`config.mk`:
```
export PLATFORM = sky130hd
export DESIGN_NAME = tcst_ctrl
export DESIGN_NICKNAME = d
export VERILOG_FILES = /design/src/tcst_pkg.sv /design/src/tcst_tmr_if.sv /design/src/tcst_ctrl.sv /design/src/tcst_timer.sv
export VERILOG_INCLUDE_DIRS = /design/src /design/src/src
export SDC_FILE = /design/constraint.sdc
export NUM_CORES = 1
export LEC_CHECK = 0
export ABC_AREA = 1
export BUFFER_PORTS_ARGS = -buffer_cell sky130_fd_sc_hd__clkbuf_2
export CAP_MARGIN = 20
export CORE_MARGIN = 2
export CORE_UTILIZATION = 47
export DETAILED_ROUTE_END_ITERATION = 6
export PLACE_DENSITY = 0.75
export RECOVER_POWER = 100
export REMOVE_ABC_BUFFERS = 1
export SLEW_MARGIN = 20
export SYNTH_ARGS = -nofsm -noshare
export SYNTH_HDL_FRONTEND = slang
export SYNTH_SLANG_ARGS = --single-unit
```
`constraint.sdc`:
```
create_clock -name pclk -period 4.33 [get_ports pclk]
set_clock_uncertainty 0.2 [all_clocks]
set_input_delay 0.866 -clock pclk [delete_from_list [all_inputs] [get_ports pclk]]
set_output_delay 0.866 -clock pclk [all_outputs]
set_load 0.05 [all_outputs]
```
`src/tcst_params.svh`:
```
// constants of the transceiver control and status sequencer
`ifndef TCST_PARAMS_SVH
`define TCST_PARAMS_SVH
`define TCST_CLK_HZ 64'd40000000
// longest times round down, least times round up
`define TCST_CYC_US(t) (((t) * `TCST_CLK_HZ) / 64'd1000000)
`define TCST_CYC_MS(t) (((t) * `TCST_CLK_HZ) / 64'd1000)
`define TCST_CYC_S(t) ((t) * `TCST_CLK_HZ)
`define TCST_CYC_US_UP(t) (((t) * `TCST_CLK_HZ + 64'd999999) / 64'd1000000)
`define TCST_T_ON_MS 64'd2
`define TCST_MGMT_MS 64'd300
`define TCST_START_MS 64'd300
`define TCST_START_COOLED_S 64'd90
`define TCST_HP_UP_MS 64'd300
`define TCST_HP_DOWN_MS 64'd300
`define TCST_RESET_US 64'd10
`define TCST_RATE_FC_US 64'd500
`define TCST_RATE_MS 64'd24
`define TCST_RESET_CYC 9'(`TCST_CYC_US_UP(`TCST_RESET_US))
// timer slots
`define TCST_NTM 5
`define TCST_TM_START 0
`define TCST_TM_MGMT 1
`define TCST_TM_ON 2
`define TCST_TM_HP 3
`define TCST_TM_RATE 4
// register map
`define TCST_ADDR_CTRL 8'h00
`define TCST_ADDR_STAT 8'h04
`define TCST_CTRL_RST 6'h30
`define TCST_S_HP_LATE 7
`endif

```
`src/tcst_pkg.sv`:
```
// types of the transceiver control and status sequencer
package tcst_pkg;
   typedef enum logic [1:0] {
      TCST_OFF = 2'b00,
      TCST_INIT = 2'b01,
      TCST_RUN = 2'b10,
      TCST_FAULT = 2'b11
   } tcst_state_t;
   // control word, msb first: los_en safety soft_dis hp_req fc cooled
   typedef struct packed {
      logic los_en;
      logic safety;
      logic soft_dis;
      logic hp_req;
      logic fc;
      logic cooled;
   } tcst_ctrl_t;
   typedef struct packed {
      logic armed;
      logic [31:0] cnt;
   } tcst_tmr_t;
endpackage : tcst_pkg

```
`src/tcst_tmr_if.sv`:
```
// carrier between the sequencer and one deadline timer
`timescale 1ns/1ps
interface tcst_tmr_if;
   logic restart;
   logic stop;
   logic [31:0] load;
   logic done;
   modport ctl (output restart, output stop, output load, input done);
   modport tmr (input restart, input stop, input load, output done);
endinterface : tcst_tmr_if

```
`src/tcst_ctrl.sv`:
```
// transceiver control and status sequencer with apb registers
//Contract
//- rising transmit-off darkens the laser within 100 us
//- in normal run, falling transmit-off relights the laser within 2 ms
//- management interface ready within 300 ms of power-on or plug
//- non-cooled part operational within 300 ms of any start event
//- cooled part operational within 90 s, also after high-power enable
//- non-cooled part at high power within 300 ms of the enabling write
//- back within base power within 300 ms of the disabling write
//- fault flag raised within 1 ms, or 50 ms when cooled
//- transmit-off held high at least 10 us resets a latched fault
//- rate change settles in 500 us for fibre channel, 24 ms otherwise
//- loss flag raised within 100 us of signal loss
//- loss flag cleared within 100 us of signal return
//- fault flag may be high while supplies come up
//- fault flag clears within start-up time when no fault exists
//- with transmit-off high at power-on, start-up counts from release
//- without safety circuitry the fault flag stays low
//- initialization starts only once transmit supply is good
//- a safety fault stays latched until reset pulse or soft toggle
//- low rate select picks 4.25 GBd or below, high picks above
//
// Chosen here: the APB slave port and the register offsets.
`timescale 1ns/1ps
`include "tcst_params.svh"
module tcst_ctrl #(
   parameter logic [31:0] START_CYC = 32'(`TCST_CYC_MS(`TCST_START_MS)),
   parameter logic [31:0] START_COOLED_CYC = 32'(`TCST_CYC_S(`TCST_START_COOLED_S)),
   parameter logic [31:0] MGMT_CYC = 32'(`TCST_CYC_MS(`TCST_MGMT_MS)),
   parameter logic [31:0] T_ON_CYC = 32'(`TCST_CYC_MS(`TCST_T_ON_MS)),
   parameter logic [31:0] HP_UP_CYC = 32'(`TCST_CYC_MS(`TCST_HP_UP_MS)),
   parameter logic [31:0] HP_DOWN_CYC = 32'(`TCST_CYC_MS(`TCST_HP_DOWN_MS)),
   parameter logic [31:0] RATE_FC_CYC = 32'(`TCST_CYC_US(`TCST_RATE_FC_US)),
   parameter logic [31:0] RATE_CYC = 32'(`TCST_CYC_MS(`TCST_RATE_MS))
) (
   input wire logic pclk,
   input wire logic presetn,
   input wire logic psel,
   input wire logic penable,
   input wire logic pwrite,
   input wire logic [7:0] paddr,
   input wire logic [31:0] pwdata,
   output logic [31:0] prdata,
   output logic pready,
   output logic pslverr,
   input wire logic transmit_supply_ok,
   input wire logic transmit_off_input,
   input wire logic rx_rate_select,
   input wire logic tx_rate_select,
   input wire logic laser_fault_detect,
   input wire logic laser_power_good,
   input wire logic rx_signal_detect,
   input wire logic hp_power_good,
   input wire logic mgmt_init_done,
   output logic laser_enable,
   output logic transmit_fault_flag,
   output logic receive_signal_lost,
   output logic rx_rate_high,
   output logic tx_rate_high,
   output logic high_power_enable,
   output logic mgmt_ready,
   output logic tx_operational
);
   import tcst_pkg::*;

   typedef struct packed {
      tcst_state_t state;
      tcst_ctrl_t ctrl;
      logic soft_q;
      logic tx_off_q;
      logic [8:0] pulse_cnt;
      logic laser_en;
      logic fault_flag;
      logic los;
      logic rx_hi;
      logic tx_hi;
      logic hp_en;
      logic hp_busy;
      logic hp_late;
      logic rate_busy;
      logic mgmt_rdy;
      logic oper;
      logic [31:0] prdata;
      logic pready;
      logic pslverr;
   } tcst_top_t;

   tcst_top_t r_reg;
   tcst_top_t r_next;

   logic [`TCST_NTM-1:0] t_rst;
   logic [`TCST_NTM-1:0] t_stop;
   logic [`TCST_NTM-1:0] t_done;
   logic [31:0] t_load [`TCST_NTM];
   logic dis_eff;
   logic reset_req;
   logic rate_chg;
   logic hp_chg;
   logic power_up;
   logic apb_done;
   logic [31:0] stat_word;

   // deadline timers, one per deadline: start, management, turn-on, power level, rate
   tcst_tmr_if tif[`TCST_NTM] ();
   for (genvar i = 0; i < `TCST_NTM; i++) begin : g_tm
      assign tif[i].restart = t_rst[i];
      assign tif[i].stop = t_stop[i];
      assign tif[i].load = t_load[i];
      assign t_done[i] = tif[i].done;
      tcst_timer u_tm (
         .pclk(pclk),
         .presetn(presetn),
         .t(tif[i])
      );
   end

   // event decode shared by the timers and the sequencer
   assign dis_eff = transmit_off_input || r_reg.ctrl.soft_dis;
   assign power_up = (r_reg.state == TCST_OFF) && transmit_supply_ok;
   assign reset_req = (r_reg.state == TCST_FAULT) &&
      ((r_reg.tx_off_q && !transmit_off_input &&
        r_reg.pulse_cnt >= `TCST_RESET_CYC) ||
       (r_reg.soft_q && !r_reg.ctrl.soft_dis));
   assign rate_chg = (rx_rate_select != r_reg.rx_hi) || (tx_rate_select != r_reg.tx_hi);
   assign hp_chg = r_reg.ctrl.hp_req != r_reg.hp_en;
   assign apb_done = psel && penable && !r_reg.pready;

   // restarts on every start event, all counted on pclk
   assign t_rst[`TCST_TM_START] = power_up || reset_req ||
      (r_reg.state == TCST_INIT && dis_eff);
   assign t_stop[`TCST_TM_START] = r_reg.state != TCST_INIT;
   assign t_load[`TCST_TM_START] = r_reg.ctrl.cooled ? START_COOLED_CYC : START_CYC;
   assign t_rst[`TCST_TM_MGMT] = power_up;
   assign t_stop[`TCST_TM_MGMT] = r_reg.mgmt_rdy;
   assign t_load[`TCST_TM_MGMT] = MGMT_CYC;
   // turn-on watchdog only in normal run, not start-up or recovery
   assign t_rst[`TCST_TM_ON] = (r_reg.state == TCST_RUN) && r_reg.tx_off_q &&
      !dis_eff && !laser_power_good;
   assign t_stop[`TCST_TM_ON] = laser_power_good || dis_eff || r_reg.state != TCST_RUN;
   assign t_load[`TCST_TM_ON] = T_ON_CYC;
   assign t_rst[`TCST_TM_HP] = hp_chg;
   assign t_stop[`TCST_TM_HP] = !r_reg.hp_busy;
   assign t_load[`TCST_TM_HP] = !r_reg.ctrl.hp_req ? HP_DOWN_CYC :
      (r_reg.ctrl.cooled ? START_COOLED_CYC : HP_UP_CYC);
   assign t_rst[`TCST_TM_RATE] = rate_chg;
   assign t_stop[`TCST_TM_RATE] = t_done[`TCST_TM_RATE];
   assign t_load[`TCST_TM_RATE] = r_reg.ctrl.fc ? RATE_FC_CYC : RATE_CYC;

   // status word: state, flags, busy bits
   assign stat_word = {22'h0, r_reg.los, r_reg.rate_busy, r_reg.hp_late, r_reg.hp_busy,
      r_reg.oper, r_reg.mgmt_rdy, r_reg.fault_flag, r_reg.laser_en, r_reg.state};

   // all next state in one place
   always_comb begin
      r_next = r_reg;
      r_next.pready = 1'b0;
      r_next.pslverr = 1'b0;
      // apb slave: one wait state, so pready is a flop
      if (apb_done) begin
         r_next.pready = 1'b1;
         r_next.prdata = 32'h0;
         case (paddr)
            `TCST_ADDR_CTRL: begin
               if (pwrite) begin
                  r_next.ctrl = pwdata[5:0];
               end else begin
                  r_next.prdata = {26'h0, r_reg.ctrl};
               end
            end
            `TCST_ADDR_STAT: begin
               if (pwrite) begin
                  if (pwdata[`TCST_S_HP_LATE]) begin
                     r_next.hp_late = 1'b0; // write one to clear
                  end
               end else begin
                  r_next.prdata = stat_word;
               end
            end
            default: begin
               r_next.pslverr = 1'b1;
            end
         endcase
      end
      r_next.soft_q = r_reg.ctrl.soft_dis;
      r_next.tx_off_q = transmit_off_input;
      // width of the transmit-off pulse, saturating
      if (!transmit_off_input) begin
         r_next.pulse_cnt = 9'h0;
      end else if (r_reg.pulse_cnt < `TCST_RESET_CYC) begin
         r_next.pulse_cnt = r_reg.pulse_cnt + 9'h1;
      end
      // sequencer
      case (r_reg.state)
         TCST_OFF: begin
            if (transmit_supply_ok) begin
               r_next.state = TCST_INIT;
            end
         end
         TCST_INIT: begin
            if (dis_eff) begin
               r_next.state = TCST_INIT;
            end else if (r_reg.ctrl.safety && laser_fault_detect) begin
               r_next.state = TCST_FAULT;
            end else if (laser_power_good) begin
               r_next.state = TCST_RUN;
            end else if (t_done[`TCST_TM_START]) begin
               r_next.state = TCST_FAULT;
            end
         end
         TCST_RUN: begin
            if (r_reg.ctrl.safety && (laser_fault_detect || t_done[`TCST_TM_ON])) begin
               r_next.state = TCST_FAULT;
            end
         end
         TCST_FAULT: begin
            if (reset_req) begin
               r_next.state = TCST_INIT;
            end
         end
         default: begin
            r_next.state = TCST_OFF;
         end
      endcase
      // supply loss forces the whole start-up again
      if (!transmit_supply_ok) begin
         r_next.state = TCST_OFF;
      end
      // laser follows transmit-off on the very next edge
      r_next.laser_en = (r_next.state == TCST_INIT || r_next.state == TCST_RUN) && !dis_eff;
      // high outside run while safety logic is fitted
      r_next.fault_flag = r_reg.ctrl.safety && (r_next.state != TCST_RUN);
      r_next.oper = r_next.state == TCST_RUN;
      r_next.los = r_reg.ctrl.los_en && !rx_signal_detect;
      r_next.rx_hi = rx_rate_select;
      r_next.tx_hi = tx_rate_select;
      r_next.rate_busy = rate_chg || (r_reg.rate_busy && !t_done[`TCST_TM_RATE]);
      // forced ready at the deadline even if init never reports done
      r_next.mgmt_rdy = (r_reg.state != TCST_OFF) && (r_reg.mgmt_rdy ||
         mgmt_init_done || t_done[`TCST_TM_MGMT]);
      r_next.hp_en = r_reg.ctrl.hp_req;
      if (hp_chg) begin
         r_next.hp_busy = 1'b1;
      end else if (hp_power_good == r_reg.hp_en) begin
         r_next.hp_busy = 1'b0;
      end
      // late power change: set wins over the clear
      if (r_reg.hp_busy && t_done[`TCST_TM_HP]) begin
         r_next.hp_late = 1'b1;
      end
   end

   always_ff @(posedge pclk or negedge presetn) begin
      if (!presetn) begin
         r_reg <= '0;
         r_reg.ctrl <= `TCST_CTRL_RST;
      end else begin
         r_reg <= r_next;
      end
   end

   // every output straight from the state register
   assign prdata = r_reg.prdata;
   assign pready = r_reg.pready;
   assign pslverr = r_reg.pslverr;
   assign laser_enable = r_reg.laser_en;
   assign transmit_fault_flag = r_reg.fault_flag;
   assign receive_signal_lost = r_reg.los;
   assign rx_rate_high = r_reg.rx_hi;
   assign tx_rate_high = r_reg.tx_hi;
   assign high_power_enable = r_reg.hp_en;
   assign mgmt_ready = r_reg.mgmt_rdy;
   assign tx_operational = r_reg.oper;

   // checks
   localparam int LAT = 1;

   AST_TX_OFF_DARK: assert property (@(posedge pclk) disable iff (!presetn)
      $rose(transmit_off_input) |-> ##[1:LAT] !laser_enable)
      else $error("laser still on after transmit-off rose");
   AST_TX_ON_RUN: assert property (@(posedge pclk) disable iff (!presetn)
      r_reg.state == TCST_RUN && !dis_eff && !laser_fault_detect && !t_done[`TCST_TM_ON]
      && transmit_supply_ok |=> laser_enable)
      else $error("laser not lit in run with transmit-off low");
   AST_MGMT_READY: assert property (@(posedge pclk) disable iff (!presetn)
      t_done[`TCST_TM_MGMT] && r_reg.state != TCST_OFF |=> mgmt_ready)
      else $error("management not ready at its deadline");
   AST_START_DEADLINE: assert property (@(posedge pclk) disable iff (!presetn)
      r_reg.state == TCST_INIT && t_done[`TCST_TM_START] && !dis_eff && !laser_power_good
      && transmit_supply_ok && r_reg.ctrl.safety
      |=> r_reg.state == TCST_FAULT && transmit_fault_flag)
      else $error("start-up deadline passed without fault");
   AST_FAULT_FLAG: assert property (@(posedge pclk) disable iff (!presetn)
      r_reg.state == TCST_RUN && r_reg.ctrl.safety && laser_fault_detect && transmit_supply_ok
      |=> transmit_fault_flag ##1 transmit_fault_flag)
      else $error("fault not flagged");
   AST_RESET_PULSE: assert property (@(posedge pclk) disable iff (!presetn)
      r_reg.state == TCST_FAULT && reset_req && transmit_supply_ok
      |=> r_reg.state == TCST_INIT)
      else $error("reset pulse did not restart");
   AST_RATE_SEL: assert property (@(posedge pclk) disable iff (!presetn)
      ##1 rx_rate_high == $past(rx_rate_select) && tx_rate_high == $past(tx_rate_select))
      else $error("rate select not applied");
   AST_LOS_ON: assert property (@(posedge pclk) disable iff (!presetn)
      $fell(rx_signal_detect) && r_reg.ctrl.los_en |=> receive_signal_lost)
      else $error("loss not flagged");
   AST_LOS_OFF: assert property (@(posedge pclk) disable iff (!presetn)
      $rose(rx_signal_detect) |=> !receive_signal_lost)
      else $error("loss flag not cleared");
   AST_CLEAR_RUN: assert property (@(posedge pclk) disable iff (!presetn)
      r_reg.state == TCST_INIT && !dis_eff && laser_power_good && !laser_fault_detect
      && transmit_supply_ok |=> !transmit_fault_flag && tx_operational)
      else $error("fault flag not cleared on good start");
   AST_NO_SAFETY: assert property (@(posedge pclk) disable iff (!presetn)
      !r_reg.ctrl.safety [*2] |-> !transmit_fault_flag)
      else $error("fault flag high without safety logic");
   AST_FAULT_LATCH: assert property (@(posedge pclk) disable iff (!presetn)
      r_reg.state == TCST_FAULT && !reset_req && transmit_supply_ok
      |=> r_reg.state == TCST_FAULT && !laser_enable)
      else $error("fault latch released without reset");
   AST_SUPPLY: assert property (@(posedge pclk) disable iff (!presetn)
      !transmit_supply_ok |=> r_reg.state == TCST_OFF && !laser_enable)
      else $error("running without transmit supply");
   // a select change always opens a settle window
   AST_RATE_BUSY: assert property (@(posedge pclk) disable iff (!presetn)
      rate_chg |=> r_reg.rate_busy && rx_rate_high == $past(rx_rate_select))
      else $error("rate change not marked busy");
   AST_HP_FOLLOW: assert property (@(posedge pclk) disable iff (!presetn)
      hp_chg |=> r_reg.hp_busy && high_power_enable == $past(r_reg.ctrl.hp_req))
      else $error("power level change not applied");
   // a pulse shorter than the reset width must leave the latch alone
   AST_SHORT_PULSE: assert property (@(posedge pclk) disable iff (!presetn)
      r_reg.state == TCST_FAULT && r_reg.pulse_cnt < `TCST_RESET_CYC && !r_reg.soft_q
      && transmit_supply_ok |=> r_reg.state == TCST_FAULT)
      else $error("short transmit-off pulse cleared the fault");

   COV_START: cover property (@(posedge pclk) disable iff (!presetn)
      r_reg.state == TCST_INIT ##1 r_reg.state == TCST_RUN);
   COV_RECOVER: cover property (@(posedge pclk) disable iff (!presetn)
      r_reg.state == TCST_FAULT ##1 r_reg.state == TCST_INIT);
   COV_HP_LATE: cover property (@(posedge pclk) disable iff (!presetn) $rose(r_reg.hp_late));
   COV_RATE: cover property (@(posedge pclk) disable iff (!presetn) $fell(r_reg.rate_busy));
   COV_MGMT: cover property (@(posedge pclk) disable iff (!presetn) $rose(mgmt_ready));
endmodule : tcst_ctrl

```
`src/tcst_timer.sv`:
```
// one-shot down-counting deadline timer
`timescale 1ns/1ps
module tcst_timer (
   input wire logic pclk,
   input wire logic presetn,
   tcst_tmr_if.tmr t
);
   import tcst_pkg::*;
   tcst_tmr_t s_reg;
   tcst_tmr_t s_next;

   // restart wins over stop so a fresh deadline is never lost
   always_comb begin
      s_next = s_reg;
      if (t.restart) begin
         s_next.armed = 1'b1;
         s_next.cnt = t.load;
      end else if (t.stop) begin
         s_next.armed = 1'b0;
      end else if (s_reg.armed && s_reg.cnt != 32'h0) begin
         s_next.cnt = s_reg.cnt - 32'h1;
      end
   end

   always_ff @(posedge pclk or negedge presetn) begin
      if (!presetn) begin
         s_reg <= '0;
      end else begin
         s_reg <= s_next;
      end
   end

   // level until stopped or restarted
   assign t.done = s_reg.armed && (s_reg.cnt == 32'h0);
endmodule : tcst_timer

```
==> run_summary.xml <==
<?xml version="1.0" encoding="UTF-8"?>
<metrics>
  <group name="run_status">
    <metric name="status" unit="">finished, violations left</metric>
    <metric name="violations" unit="">max-capacitance violations, max-slew violations</metric>
  </group>
  <group name="final_layout">
    <metric name="finish.utilization" unit="%">51.84</metric>
    <metric name="mostFrequentLayoutCells" unit="">sky130_fd_sc_hd__nand2_1, sky130_fd_sc_hd__nor2_1, sky130_fd_sc_hd__dfrtp_1</metric>
    <metric name="largest_register_ffs" unit="">165</metric>
    <metric name="final_layout_size_suffix_gt1_share" unit="%">6.042</metric>
    <metric name="final_net_count" unit="">2031</metric>
    <metric name="filler_cell_count" unit="">2722</metric>
    <metric name="area_growth" unit="%">8.735</metric>
    <metric name="most_common_library_cell_in_the_layout_ignoring_fill_and_taps" unit="">sky130_fd_sc_hd__nand2_1</metric>
  </group>
  <group name="clock_network">
    <metric name="clock_sink_count" unit="">207</metric>
    <metric name="cts_inserted_buffers" unit="">25</metric>
    <metric name="cts_resized" unit="">0</metric>
    <metric name="postCtsSetupRepairBufs" unit="">0</metric>
    <metric name="clk_transition_reported_paths" unit="ns">0.06</metric>
    <metric name="cts_hold_buffers" unit="">0</metric>
    <metric name="clock_tree.root_cell" unit="">sky130_fd_sc_hd__clkbuf_16</metric>
    <metric name="insertion_delay" unit="ns">0.53</metric>
    <metric name="cts_buffer_depth" unit="">3</metric>
    <metric name="cts_tree" unit="">built</metric>
    <metric name="total_number_of_h_tree_levels" unit="">1</metric>
  </group>
  <group name="power">
    <metric name="ir_drop" unit="mV">0.2837</metric>
    <metric name="pnr_total_power" unit="W">0.007196</metric>
    <metric name="p_leak" unit="nW">7.302</metric>
    <metric name="power.density" unit="mW/mm²">501.1</metric>
  </group>
  <group name="critical_path">
    <metric name="ff2ff_path_depth" unit="">9</metric>
    <metric name="r2r-end" unit="">g_tm[3].u_tm.s_reg[19]</metric>
    <metric name="critical_path_class" unit="">reg2reg</metric>
    <metric name="crit_start" unit="">g_tm[3].u_tm.s_reg[0]</metric>
    <metric name="worst-endpoint-arrival" unit="ns">3.60</metric>
    <metric name="timing.critical_path.slowest_stage_cell" unit="">sky130_fd_sc_hd__nor2_1</metric>
    <metric name="worst_ep_required_time" unit="ns">4.51</metric>
    <metric name="timing.critical_path.max_delay_family" unit="">simple AND/OR/NAND/NOR gates</metric>
    <metric name="crit_path_end" unit="">g_tm[3].u_tm.s_reg[19]</metric>
    <metric name="cp.buffers_inverters" unit="">2</metric>
    <metric name="critical_path.max_fanout" unit="">40</metric>
    <metric name="endpoint_kind" unit="">flop</metric>
    <metric name="regToRegSetupSlack" unit="ns">0.91</metric>
    <metric name="slowest_delay" unit="ns">0.63</metric>
    <metric name="worstSetupPathDepth" unit="">9</metric>
    <metric name="timing.rr.start" unit="">g_tm[3].u_tm.s_reg[0]</metric>
    <metric name="crit_path_start_kind" unit="">flop</metric>
    <metric name="crit_path_cell_trace" unit="">inv_1, ha_1, nand2_1, nor2_1, nand4_4, nand2_1, nand2_2, inv_1, o21ai_0</metric>
  </group>
  <group name="timing">
    <metric name="fmax" unit="GHz">0.2926</metric>
    <metric name="post-route-min-period" unit="ns">3.417</metric>
    <metric name="timing.final.crit_share" unit="%">78.92</metric>
    <metric name="worst_slew_pin_slew" unit="ns">1.603</metric>
    <metric name="fin_setup_tns" unit="ns">0</metric>
    <metric name="rsz0062_at_grt" unit="">no</metric>
    <metric name="hold_violations" unit="">0</metric>
    <metric name="timing_max_transition_violations_final" unit="">23</metric>
    <metric name="max-slew-margin-rel" unit="%">-7.573</metric>
    <metric name="setup_viol" unit="">0</metric>
  </group>
  <group name="detailed_routing">
    <metric name="route.antenna.remaining_nets" unit="">0</metric>
    <metric name="route.final.wire_length" unit="mm">32.40</metric>
    <metric name="vias" unit="">12270</metric>
    <metric name="first_pass_iters" unit="">6</metric>
    <metric name="remaining_drc_errors" unit="">0</metric>
    <metric name="wl_per_cell" unit="µm">13.70</metric>
    <metric name="routed_via_density" unit="">5.186</metric>
    <metric name="starting_drt_drc_count" unit="">983</metric>
  </group>
  <group name="floorplanning">
    <metric name="effective_utilization_at_floorplan" unit="%">47.67</metric>
    <metric name="die_height" unit="µm">171.6</metric>
    <metric name="floorplan.rows" unit="">61</metric>
    <metric name="floorplan.die_area" unit="mm²">0.02946</metric>
    <metric name="core-area" unit="mm²">0.02771</metric>
    <metric name="pin_count" unit="">96</metric>
    <metric name="die_w" unit="µm">171.6</metric>
  </group>
  <group name="yosys">
    <metric name="ys_warn_count" unit="">0</metric>
    <metric name="number_of_cells_produced_by_synthesis" unit="">1936</metric>
    <metric name="synth-seq-area-share" unit="%">39.24</metric>
    <metric name="ys_types" unit="">43</metric>
    <metric name="synthesis.area" unit="mm²">0.01321</metric>
    <metric name="synth_ff_type" unit="">sky130_fd_sc_hd__dfrtp_1</metric>
    <metric name="ys_async_sr_fraction" unit="%">100.0</metric>
    <metric name="synth.avg_cell_area" unit="µm²">6.822</metric>
    <metric name="synth_enable_flop_cells" unit="">0</metric>
    <metric name="ys_ff_latch" unit="">207</metric>
  </group>
  <group name="placement">
    <metric name="globalplace.congestion" unit="">0.9268</metric>
    <metric name="place.detailed.hpwl" unit="mm">22.93</metric>
    <metric name="placement.io_buffers" unit="">48</metric>
  </group>
  <group name="global_routing">
    <metric name="overflow" unit="">0</metric>
    <metric name="grt_first_pass_wirelength" unit="mm">53.76</metric>
    <metric name="number_of_antenna_violations_at_the_first_check_in_global_routing" unit="">2</metric>
    <metric name="grt_max_degree" unit="">115</metric>
    <metric name="gr-usage-all-layers" unit="%">22.18</metric>
    <metric name="first_global_vias" unit="">11110</metric>
  </group>
  <group name="min_path">
    <metric name="path_type_of_the_worst_min_delay_path" unit="">in2async</metric>
  </group>
  <group name="job">
    <metric name="max_cap_violations" unit="">1</metric>
  </group>
</metrics>
==> area by class of cell <==
type	count	area, µm²	share of cell area, %
Multi-Input combinational cell	1496	6839	47.62
Sequential cell	207	5182	36.09
Inverter	180	678.2	4.722
Clock buffer	29	670.6	4.670
Tap cell	378	473.0	3.293
Timing Repair Buffer	57	290.3	2.021
Clock inverter	17	225.2	1.568
Antenna cell	1	2.502	0.01742
==> kinds of logic (layout without fill, tap and decap cells) <==
group,after synthesis,count (layout),share of synthesized area [%]
AOI/OAI and AO/OA,173,173,7.209
xor gates and xnor gates,74,74,4.907
adders and majority gates,10,10,0.9473
buffers and inverters,254,283,8.905
DFF,207,207,39.24
muxes,6,6,0.5115
other,1,23,0.02839
and+or+nand+nor,1211,1211,38.25
==> per-layer routing <==
layer | vias to the layer above | part of all wire (%) | global-route usage (%)
met5 | - | 0.040 | 0
met4 | 2 | 3.0 | 7.185
met3 | 62 | 5.4 | 3.083
met2 | 329 | 47 | 36.20
met1 | 5741 | 45 | 30.44
li1 | 6131 | - | -
==> stage by stage <==
stage | hold slack [ns] | setup WS [ns] | cell area (µm²) | std cells
6_report | 0.1935 | 0.9126 | 14360 | 2365
5_1_grt | 0.2290 | 0.5271 | 14360 | 2365
4_1_cts | 0.2058 | 1.363 | 14490 | 2364
3_5_place_dp | 0.1849 | 1.273 | 13590 | 2318
3_3_place_gp | 0.1803 | 1.295 | 13590 | 2318
2_1_floorplan | 0.1687 | 1.458 | 12790 | 1883
==> power breakdown <==
part | switching (W) | internal, W | leakage [nW] | total (W)
combinational | 0.00165 | 0.000748 | 4.20 | 0.00240
clock | 0.000857 | 0.00141 | 0.438 | 0.00227
sequential | 0.000309 | 0.00222 | 2.66 | 0.00253
==> cells in the mapped netlist, types with 2 or more instances <==
master,n,area share [%]
sky130_fd_sc_hd__o31ai_1,4,0.23
sky130_fd_sc_hd__nor2_4,5,0.43
sky130_fd_sc_hd__nand3b_1,4,0.23
sky130_fd_sc_hd__o21ai_2,3,0.20
sky130_fd_sc_hd__nor4_1,2,0.095
sky130_fd_sc_hd__o221ai_1,2,0.13
sky130_fd_sc_hd__o211ai_1,4,0.23
sky130_fd_sc_hd__xnor2_1,8,0.53
sky130_fd_sc_hd__nor2_2,13,0.62
sky130_fd_sc_hd__clkbuf_1,9,0.26
sky130_fd_sc_hd__xor2_1,66,4.4
sky130_fd_sc_hd__inv_2,4,0.11
sky130_fd_sc_hd__nand3_1,162,6.1
sky130_fd_sc_hd__o21ai_1,22,0.83
sky130_fd_sc_hd__inv_1,175,5.0
sky130_fd_sc_hd__mux2_2,6,0.51
sky130_fd_sc_hd__nor2_1,361,10
sky130_fd_sc_hd__dfrtp_1,205,39
sky130_fd_sc_hd__or2_2,12,0.57
sky130_fd_sc_hd__nor3_1,10,0.38
sky130_fd_sc_hd__o22ai_1,2,0.095
sky130_fd_sc_hd__nor2_8,2,0.30
sky130_fd_sc_hd__a22o_1,4,0.27
sky130_fd_sc_hd__buf_2,20,0.76
sky130_fd_sc_hd__buf_6,7,0.60
sky130_fd_sc_hd__buf_4,38,2.2
sky130_fd_sc_hd__a21oi_1,18,0.68
sky130_fd_sc_hd__dfstp_2,2,0.40
sky130_fd_sc_hd__nand2_1,595,17
sky130_fd_sc_hd__ha_1,10,0.95
sky130_fd_sc_hd__nand2_4,2,0.17
sky130_fd_sc_hd__nand4_1,30,1.4
sky130_fd_sc_hd__nand2_2,10,0.47
sky130_fd_sc_hd__o21ai_0,110,4.2
==> worst min path at each step <==
stage	endpoint	slack, ns	startpoint	depth (start not counted)
after detailed placement	r_reg[55]	0.18	r_next[55]	0
after floorplan	r_reg[55]	0.17	r_next[55]	0
after CTS	r_reg[55]	0.21	r_next[55]	0
after global routing	r_reg[55]	0.23	r_next[55]	0
after global placement	r_reg[55]	0.18	r_next[55]	0
final	g_tm[2].u_tm.s_reg[12]	0.19	presetn	1
Power figures use the tool's default switching activity.
